[config.mk]
export PLATFORM = sky130hd
export DESIGN_NAME = dcc_top
export DESIGN_NICKNAME = d
export VERILOG_FILES = /design/src/common/dcc_pkg.sv /design/src/rtl/dcc_top.sv
export SDC_FILE = /design/constraint.sdc
export NUM_CORES = 1
export LEC_CHECK = 0
export ABC_AREA = 1
export BUFFER_PORTS_ARGS = -buffer_cell sky130_fd_sc_hd__buf_2
export CAP_MARGIN = 0
export CORE_AREA = 2 2 64 66
export CTS_CLUSTER_SIZE = 12
export DETAILED_ROUTE_END_ITERATION = 10
export DIE_AREA = 0 0 66 68
export GPL_TIMING_DRIVEN = 0
export PLACE_DENSITY = 0.83
export SYNTH_ARGS = -nofsm -noshare
export SYNTH_HDL_FRONTEND = slang
export SYNTH_SLANG_ARGS = --single-unit
[constraint.sdc]
create_clock -name clk_i -period 2.7 [get_ports clk_i]
set_clock_uncertainty 0.1 [all_clocks]
set_input_delay 0.27 -clock clk_i [delete_from_list [all_inputs] [get_ports clk_i]]
set_output_delay 0.27 -clock clk_i [all_outputs]
set_load 0.01 [all_outputs]
[src/common/dcc_pkg.sv]
// Package with the register map, field layout and types of the comparator control block.
package dcc_pkg;

  // Register byte addresses on the plain register port.
  localparam logic [7:0] DCC_OFF_CONTROL = 8'h00;
  localparam logic [7:0] DCC_OFF_FLAG    = 8'h04;
  localparam logic [7:0] DCC_OFF_ENABLE  = 8'h08;
  localparam logic [7:0] DCC_OFF_STATUS  = 8'h0C;
  localparam logic [7:0] DCC_OFF_MASK    = 8'h10;

  // Field positions of the comparator control register.
  localparam int DCC_CTL_MODE_LSB  = 0;
  localparam int DCC_CTL_SWITCH    = 3;
  localparam int DCC_CTL_INV1      = 4;
  localparam int DCC_CTL_INV2      = 5;
  localparam int DCC_CTL_RES1      = 6;
  localparam int DCC_CTL_RES2      = 7;

  // Field positions of the enable register.
  localparam int DCC_EN_CHANGE     = 0;
  localparam int DCC_EN_PERIPH     = 1;
  localparam int DCC_EN_GLOBAL     = 2;
  localparam int DCC_EN_ROUTE      = 3;

  // Field positions of the flag, status and mask registers.
  localparam int DCC_FLAG_BIT      = 0;
  localparam int DCC_ST_CHANGE     = 0;
  localparam int DCC_ST_SOFT       = 1;

  // Mode field codes with a special meaning.
  localparam logic [2:0] DCC_MODE_RESET = 3'h0;
  localparam logic [2:0] DCC_MODE_VREF  = 3'h6;
  localparam logic [2:0] DCC_MODE_OFF   = 3'h7;

  // Port pins that become analog inputs, by mode.
  localparam logic [7:0] DCC_PINS_ALL_ANALOG = 8'h7E;
  localparam logic [7:0] DCC_PINS_INPUTS     = 8'h78;
  localparam logic [7:0] DCC_PINS_NONE       = 8'h00;

  // Reset values.
  localparam logic [7:0] DCC_RST_BYTE = 8'h00;
  localparam logic [1:0] DCC_RST_PAIR = 2'h0;
  localparam logic [3:0] DCC_RST_EN   = 4'h0;

  // Register port request.
  typedef struct packed {
    logic [7:0] addr;
    logic [7:0] wdata;
    logic       we;
    logic       re;
  } dcc_req_t;

  // Analog side controls.
  typedef struct packed {
    logic       power;
    logic [2:0] mode;
    logic       vref_to_plus;
    logic       minus_pair_sel;
  } dcc_analog_t;

  // Complete module state.
  typedef struct packed {
    logic       alive;
    logic [2:0] mode;
    logic       in_switch;
    logic [1:0] inv;
    logic       flag;
    logic [3:0] en;
    logic [1:0] status;
    logic [1:0] mask;
    logic [1:0] captured;
    logic [1:0] res_s1;
    logic [1:0] res_s2;
    logic [7:0] pin_s1;
    logic [7:0] pin_s2;
    logic [7:0] rdata;
  } dcc_state_t;

endpackage

[src/rtl/dcc_top.sv]
// Control and event logic around a pair of analog comparators.
`timescale 1ns/1ps
`default_nettype none

module dcc_top
  import dcc_pkg::*;
(
  input  wire logic        clk_i,
  input  wire logic        reset_n_i,
  input  wire logic [7:0]  reg_addr_i,
  input  wire logic [7:0]  reg_wdata_i,
  input  wire logic        reg_we_i,
  input  wire logic        reg_re_i,
  output logic      [7:0]  reg_rdata_o,
  input  wire logic [1:0]  comp_raw_i,
  output logic             comp_power_o,
  output logic      [2:0]  comp_mode_o,
  output logic             vref_to_plus_o,
  output logic             minus_pair_sel_o,
  input  wire logic [1:0]  port_direction_bits_i,
  output logic      [1:0]  result_pin_o,
  output logic      [1:0]  result_pin_oe_o,
  input  wire logic [7:0]  port_pin_level_i,
  output logic      [7:0]  port_read_data_o,
  input  wire logic        sleep_i,
  output logic             wake_o,
  output logic             change_irq_o,
  output logic             irq_o
);

  // Pins that the current mode hands over to the comparators as analog inputs.
  // Reset mode frees every comparator pin to analog; the off mode releases all.
  function automatic logic [7:0] dcc_analog_pins(input logic [2:0] mode);
    logic [7:0] pins;
    pins = DCC_PINS_INPUTS;
    if (mode == DCC_MODE_RESET) begin
      pins = DCC_PINS_ALL_ANALOG;
    end else if (mode == DCC_MODE_OFF) begin
      pins = DCC_PINS_NONE;
    end
    return pins;
  endfunction

  // Address decode used both by the write and the read paths.
  function automatic logic dcc_hit(input logic [7:0] addr, input logic [7:0] off);
    return addr == off;
  endfunction

  dcc_req_t    req;
  dcc_analog_t ana;
  dcc_state_t  state_q;
  dcc_state_t  state_d;
  logic [1:0]  reported;
  logic [1:0]  mismatch;
  logic        ctl_access;
  logic        ctl_write;
  logic        flag_write;
  logic        change_set;
  logic        soft_set;
  logic        irq_chain;
  logic [7:0]  ctl_view;

  // Gather the register port into one request.
  always_comb begin
    req.addr  = reg_addr_i;
    req.wdata = reg_wdata_i;
    req.we    = reg_we_i;
    req.re    = reg_re_i;
  end

  // Reported results: the synchronised comparator levels, each optionally
  // inverted. A raw 1 means the plus input is above the minus input.
  always_comb begin
    reported = state_q.res_s2 ^ state_q.inv;
  end

  // Change detection against the values captured at the last control access.
  // A mismatch is a level, so the flag is set again every cycle until software
  // touches the control register and the captured copy catches up.
  always_comb begin
    mismatch   = reported ^ state_q.captured;
    change_set = |mismatch;
    ctl_access = (req.we | req.re) & dcc_hit(req.addr, DCC_OFF_CONTROL);
    ctl_write  = req.we & dcc_hit(req.addr, DCC_OFF_CONTROL);
    flag_write = req.we & dcc_hit(req.addr, DCC_OFF_FLAG);
    soft_set   = flag_write & req.wdata[DCC_FLAG_BIT];
  end

  // Control register as seen by software; the result bits come from the
  // synchronised comparator path and cannot be written.
  always_comb begin
    ctl_view                   = DCC_RST_BYTE;
    ctl_view[DCC_CTL_MODE_LSB +: 3] = state_q.mode;
    ctl_view[DCC_CTL_SWITCH]   = state_q.in_switch;
    ctl_view[DCC_CTL_INV1]     = state_q.inv[0];
    ctl_view[DCC_CTL_INV2]     = state_q.inv[1];
    ctl_view[DCC_CTL_RES1]     = reported[0];
    ctl_view[DCC_CTL_RES2]     = reported[1];
  end

  // Next-state logic for the whole block.
  always_comb begin
    state_d = state_q;

    // The comparators stay unpowered until the first edge after reset release.
    state_d.alive = 1'b1;

    // Synchronisers for the comparator results and the port pins.
    state_d.res_s1 = comp_raw_i;
    state_d.res_s2 = state_q.res_s1;
    state_d.pin_s1 = port_pin_level_i;
    state_d.pin_s2 = state_q.pin_s1;

    // Control register writes; result bit positions are dropped on purpose.
    if (ctl_write) begin
      state_d.mode   = req.wdata[DCC_CTL_MODE_LSB +: 3];
      state_d.in_switch = req.wdata[DCC_CTL_SWITCH];
      state_d.inv[0] = req.wdata[DCC_CTL_INV1];
      state_d.inv[1] = req.wdata[DCC_CTL_INV2];
    end

    // Any control access recaptures the reported results and so ends the
    // mismatch. A change that lands in the same cycle still shows as a mismatch
    // in that cycle, so its flag and change status are still set.
    if (ctl_access) begin
      state_d.captured = reported;
    end

    // Change flag: a write of 0 clears it, a write of 1 sets it. Hardware
    // setting wins over a clear in the same cycle.
    if (flag_write) begin
      state_d.flag = req.wdata[DCC_FLAG_BIT];
    end
    if (change_set) begin
      state_d.flag = 1'b1;
    end

    // Enable register: change, peripheral, global and pin routing enables.
    if (req.we && dcc_hit(req.addr, DCC_OFF_ENABLE)) begin
      state_d.en = req.wdata[3:0];
    end

    // Interrupt mask register.
    if (req.we && dcc_hit(req.addr, DCC_OFF_MASK)) begin
      state_d.mask = req.wdata[1:0];
    end

    // Sticky status: write one to clear, new events win over the clear.
    if (req.we && dcc_hit(req.addr, DCC_OFF_STATUS)) begin
      state_d.status = state_q.status & ~req.wdata[1:0];
    end
    if (change_set) begin
      state_d.status[DCC_ST_CHANGE] = 1'b1;
    end
    if (soft_set) begin
      state_d.status[DCC_ST_SOFT] = 1'b1;
    end

    // Read data stand in the cycle after the read strobe only.
    state_d.rdata = DCC_RST_BYTE;
    if (req.re) begin
      unique case (req.addr)
        DCC_OFF_CONTROL: state_d.rdata = ctl_view;
        DCC_OFF_FLAG:    state_d.rdata = {7'h00, state_q.flag};
        DCC_OFF_ENABLE:  state_d.rdata = {4'h0, state_q.en};
        DCC_OFF_STATUS:  state_d.rdata = {6'h00, state_q.status};
        DCC_OFF_MASK:    state_d.rdata = {6'h00, state_q.mask};
        default:         state_d.rdata = DCC_RST_BYTE;
      endcase
    end
  end

  // State register. Reset gives mode 000, no inversion, flag clear and the
  // comparators powered down. Sleep has no effect here, so the control
  // register keeps its mode, switch and inversion fields through sleep.
  always_ff @(posedge clk_i or negedge reset_n_i) begin
    if (!reset_n_i) begin
      state_q.alive    <= 1'b0;
      state_q.mode     <= DCC_MODE_RESET;
      state_q.in_switch <= 1'b0;
      state_q.inv      <= DCC_RST_PAIR;
      state_q.flag     <= 1'b0;
      state_q.en       <= DCC_RST_EN;
      state_q.status   <= DCC_RST_PAIR;
      state_q.mask     <= DCC_RST_PAIR;
      state_q.captured <= DCC_RST_PAIR;
      state_q.res_s1   <= DCC_RST_PAIR;
      state_q.res_s2   <= DCC_RST_PAIR;
      state_q.pin_s1   <= DCC_RST_BYTE;
      state_q.pin_s2   <= DCC_RST_BYTE;
      state_q.rdata    <= DCC_RST_BYTE;
    end else begin
      state_q <= state_d;
    end
  end

  // Analog controls. Power follows the mode field and is held off through
  // reset; sleep deliberately plays no part so an active comparator keeps
  // running while the core sleeps.
  always_comb begin
    ana.power          = state_q.alive & (state_q.mode != DCC_MODE_OFF);
    ana.mode           = state_q.mode;
    ana.vref_to_plus   = state_q.mode == DCC_MODE_VREF;
    ana.minus_pair_sel = (state_q.mode == DCC_MODE_VREF) & state_q.in_switch;
  end

  assign comp_power_o     = ana.power;
  assign comp_mode_o      = ana.mode;
  assign vref_to_plus_o   = ana.vref_to_plus;
  assign minus_pair_sel_o = ana.minus_pair_sel;

  // Routed pins take the raw comparator level through the inversion only.
  // This path is asynchronous by design: the pin may glitch while the
  // comparator settles, which is the price of zero latency.
  assign result_pin_o    = comp_raw_i ^ state_q.inv;
  assign result_pin_oe_o = {2{state_q.en[DCC_EN_ROUTE]}} & ~port_direction_bits_i;

  // Port reads mask analog pins to zero so a floating analog level never
  // reaches the data path.
  assign port_read_data_o = state_q.pin_s2 & ~dcc_analog_pins(state_q.mode);

  // Interrupt chain: the flag alone never interrupts unless all three enables
  // agree, but wake only needs the comparator's own enable while the core sleeps.
  always_comb begin
    irq_chain = state_q.flag & state_q.en[DCC_EN_CHANGE] & state_q.en[DCC_EN_PERIPH]
              & state_q.en[DCC_EN_GLOBAL];
  end

  assign change_irq_o = irq_chain;
  assign wake_o       = sleep_i & state_q.flag & state_q.en[DCC_EN_CHANGE];
  assign irq_o        = |(state_q.status & state_q.mask);
  assign reg_rdata_o  = state_q.rdata;

endmodule

`default_nettype wire

# Word level (Yosys, flattened, before mapping)
# Index checks and enable logic that the tools add are counted.
word_totals:
  in_bits: 33
  ff_bits: 46
op_classes:
  bitwise: 22
  eq_ne: 7
  n_reduce_logical: 10
  muxes: 9
op_table:
  columns: ["cell", "count"]
  rows:
  - ["case mux 8 bit (5 select lines)", 1]
  - ["equality test 8 x 4 -> 1 bit (second input constant)", 2]
  - ["2-to-1 mux 7 bit", 2]
  - ["bitwise AND 1 bit", 11]
  - ["bitwise AND 8 bit", 1]
  - ["equality test 8 x 3 -> 1 bit (second input constant)", 1]
  - ["equality test 8 x 5 -> 1 bit (second input constant)", 1]
  - ["zero test 8 bit", 1]
  - ["2-to-1 mux 8 bit", 1]
  - ["NOT 8 bit", 1]
  - ["bitwise AND 2 bit", 3]
  - ["equality test 3 bit (second input constant)", 2]
  - ["nonzero test 2 bit", 3]
  - ["XOR 2 bit", 3]
  - ["2-to-1 mux 1 bit", 4]
  - ["NOT 2 bit", 2]
  - ["OR reduction 2 bit", 2]
  - ["logical AND 1 bit", 3]
  - ["zero test 3 bit", 1]
  - ["!= test 3 bit (second input constant)", 1]
  - ["2-to-1 mux 2 bit", 1]
  - ["bitwise OR 1 bit", 1]

# Longest topological paths before layout
depth:
  ltp_word: 5
  depth_mapped: 7
  depth_no_buf: 7

# Least setup slack after synthesis
# Ideal clock, no wire load.
synth_timing:
  path_type: "register to output"
  startpoint: "reg state_q, in the netlist comp_mode_o[1]"
  endpoint: "out minus_pair_sel_o"
  arrival_time_ns: 0.995
  slack_ns: 1.335
  required_ns: 2.330
  stages_incl_launch_ff: 4
  path_cell_list: "dfrtp_1 inv_1 nor3_1 and2_1"
synth_via:
  elab_chain_len: 2
synth_lines:
  columns: ["element", "line", "rtl"]
  rows:
  - ["start: declaration", "dcc_top.sv:51", "dcc_state_t state_q;"]
  - ["start signal: assignment", "dcc_top.sv:193", "state_q <= state_d;"]
  - ["equality test 3 bit", null, null]
  - ["named net vref_to_plus_o", "dcc_top.sv:18", "output logic vref_to_plus_o,"]
  - ["bitwise AND 1 bit", "dcc_top.sv:204", "ana.minus_pair_sel = (state_q.mode == DCC_MODE_VREF) & state_q.in_switch;"]
  - ["end: declaration", "dcc_top.sv:19", "output logic minus_pair_sel_o,"]
# The timed path passes the listed nets, and every way through them passes these cells.

# Worst setup path after layout
layout_timing:
  startpoint: "reg state_q, in the netlist comp_mode_o[1]"
  endpoint: "out minus_pair_sel_o"
layout_via:
  elab_chain_len: 2
layout_lines:
  columns: ["element", "line"]
  rows:
  - ["equality test 3 bit", "dcc_top.sv:204"]
  - ["bitwise AND 1 bit", "dcc_top.sv:204"]
# Every way passes these cells.

==> metrics.md <==
| Metric | Value |
|---|---|
| Root Buffer | `clkbuf_8` |
| Area of the multi-input gates | `613 um^2` |
| Register Area | `1150 um^2` |
| Worst Hold Class | `input port to flop` |
| Setup slack, reg-to-reg | `1350 ps` |
| Sequential area share after synthesis | `58.3%` |
| Placed inst area | `2330 um^2` |
| Clock-pin slew on the worst setup and hold paths | `80 ps` |
| Mapped Cells | `205` |
| DR vias/cell | `4.71` |
| Clock Latency Late Sink | `300 ps` |
| CP Launch Type | `flop` |
| TNS Setup | `0 ps` |
| Register bit total from synthesis | `46` |
| Number of port buffers | `58` |
| Clk sinks | `46` |
| Final Power | `1.40 mW` |
| Final core occ | `65.6%` |
| Worst Tran Pin Value | `970 ps` |
| Routed Antenna Nets | `0` |
| Die ar. | `4490 um^2` |
| Status | `completed` |
| Core ar. | `3860 um^2` |
| # DRC | `0` |
| Cells resized by post-CTS repair | `0` |
| Synth Area per Inst | `9.64 um^2` |
| Register-to-Register Path Depth | `4` |
| Slew Limit Fails | `0` |
| Tmin final | `1720 ps` |
| Commonest cells after routing, fill and taps aside | `59 x buf_2, 46 x dfrtp_1, 32 x nand2_1` |
| R2R Path End | `state_q[38]` |
| Design Area, Final | `2530 um^2` |
| Crit Path Category | `flop to output port` |
| Slew HR | `35.4%` |
| Final WL | `4170 um` |
| Critical Path Source | `comp_mode_o[1]` |
| Congestion Overflow GR | `0` |
| RSZ-0062 raised after global routing | `false` |
| Most common cell after layout, fill and taps aside | `buf_2` |
| Die height | `68 um` |
| CP endpoint kind | `output port` |
| Top Ports | `62` |
| Inserted Clock Buffers | `5` |
| Maximum fanout along the worst path | `5` |
| Final Hold Fails | `0` |
| Largest net degree at the start of global routing | `47` |
| LEAKAGE | `1.41 nW` |
| Worst setup path end | `minus_pair_sel_o` |
| H-tree Lvls | `2` |
| Yosys warnings | `0` |
| Gr usage total | `21.5%` |
| Post-Layout Cell Count | `330` |
| Global-route wire length before repair | `7000 um` |
| Max Clk Rate | `581 MHz` |
| Die X | `66 um` |
| Fillers | `319` |
| CP Data Arrival Time | `1350 ps` |
| Fin worst setup slack | `979 ps` |
| Antenna violations before repair | `0` |
| Period utilization | `63.7%` |
| Rows | `23` |
| Drt wl/cell | `12.6 um` |
| Layout cells sized above 1 | `36.4%` |
| Highest ir drop seen on vdd | `494 uV` |
| Layout area overhead | `28.1%` |
| Synth Cell Area | `1980 um^2` |
| Synth cell types | `27` |
| Final GP Congestion | `0.879` |
| Initial Util | `51.2%` |
| Power density over cell area | `553 nW/um^2` |
| WP data required | `2330 ps` |
| Nets | `312` |
| Drt pass-1 iters | `4` |
| Post-placement cell count | `313` |
| DR vias | `1554` |
| Detailed Place HPWL | `2950 um` |
| Setup violations, final | `0` |
| Worst r2r src | `ctl_view[4]` |
| Initial drt markers | `72` |
| # diodes | `0` |
| Max-cap violations | `0` |
| Net Count, Synth | `238` |
| Place WS | `1330 ps` |
| CTS tree | `done` |
| Clock Path Buffers | `2` |
| Vias in the first global route | `1529` |
| Final hold slack | `13.2 ps` |
registers in the layout, summed over array words and instances (netlist names):
signal and count:
state_q 22, reg_rdata_o 8, comp_mode_o 3, state_d 10, ctl_view 3
worst max-delay path, stage by stage, from the launching register on:
cell,delay [ps]
dfrtp_1,370
inv_1,110
nor3_1,260
and2_1,180
buf_2,130
layer usage:
layer  vias up  global-route usage (%)  wire [um]
met4         0                    6.89         53
met1       722                    25.0       1620
li1        773                       -          -
met3         7                    5.59        272
met2        52                    39.0       2230
met5         -                       0          0
logic make-up after synthesis:
| logic type | after synthesis | synth area share [%] |
|---|---|---|
| xor+xnor | 6 | 2.66 |
| flops | 46 | 58.3 |
| other cells | 1 | 0.190 |
| buf+inv | 41 | 10.7 |
| simple gates | 92 | 22.0 |
| compound gates | 19 | 6.14 |
worst min-delay path by stage:
stage / from / endpoint / slack, ps / cells after the start
floorplan: reset_n_i / comp_mode_o[0] / -130 / 0
global placement: state_d[10] / state_q[10] / 230 / 0
detailed placement: state_d[9] / state_q[9] / 230 / 0
CTS: comp_raw_i[1] / state_d[25] / 10 / 1
global route: comp_raw_i[1] / state_d[25] / 5 / 1
finish: comp_raw_i[1] / state_d[25] / 10 / 1
where the power goes:
group          switching, mW  internal, mW  total, mW
logic                 0.0878        0.0656      0.153
clock network          0.235         0.277      0.512
registers             0.0157         0.717      0.733
total                  0.339          1.06       1.40
Yosys cell counts, drive strengths merged:
master,n,area [um^2]
a21oi,6,48.8
a22o,1,8.76
a31oi,2,12.5
and2,1,6.26
buf,15,114
conb,1,3.75
dfrtp,46,1150
inv,26,97.6
nand2,36,150
nand3,16,80.1
nand3b,1,7.51
nor2,34,171
nor3,4,20.0
o21ai,9,45.0
o22ai,1,6.26
xnor2,4,35.0
xor2,2,17.5
area by class of cell:
| type | instances | area share [%] |
|---|---|---|
| clock buffer | 5 | 2.72 |
| buffer | 15 | 4.50 |
| inverter | 26 | 3.86 |
| tap | 50 | 2.47 |
| timing repair buffer | 67 | 15.0 |
| multi-input combinational | 118 | 24.2 |
| sequential | 46 | 45.5 |
| clock inverter | 3 | 1.73 |
timing repair:
item | CTS | global route
endpoints found under the hold margin | 9 | 0
hold buffers | 9 | 0
setup endpoints to repair | 0 | 0
setup buffers | 0 | 0
Power figures use the tool's default switching activity.
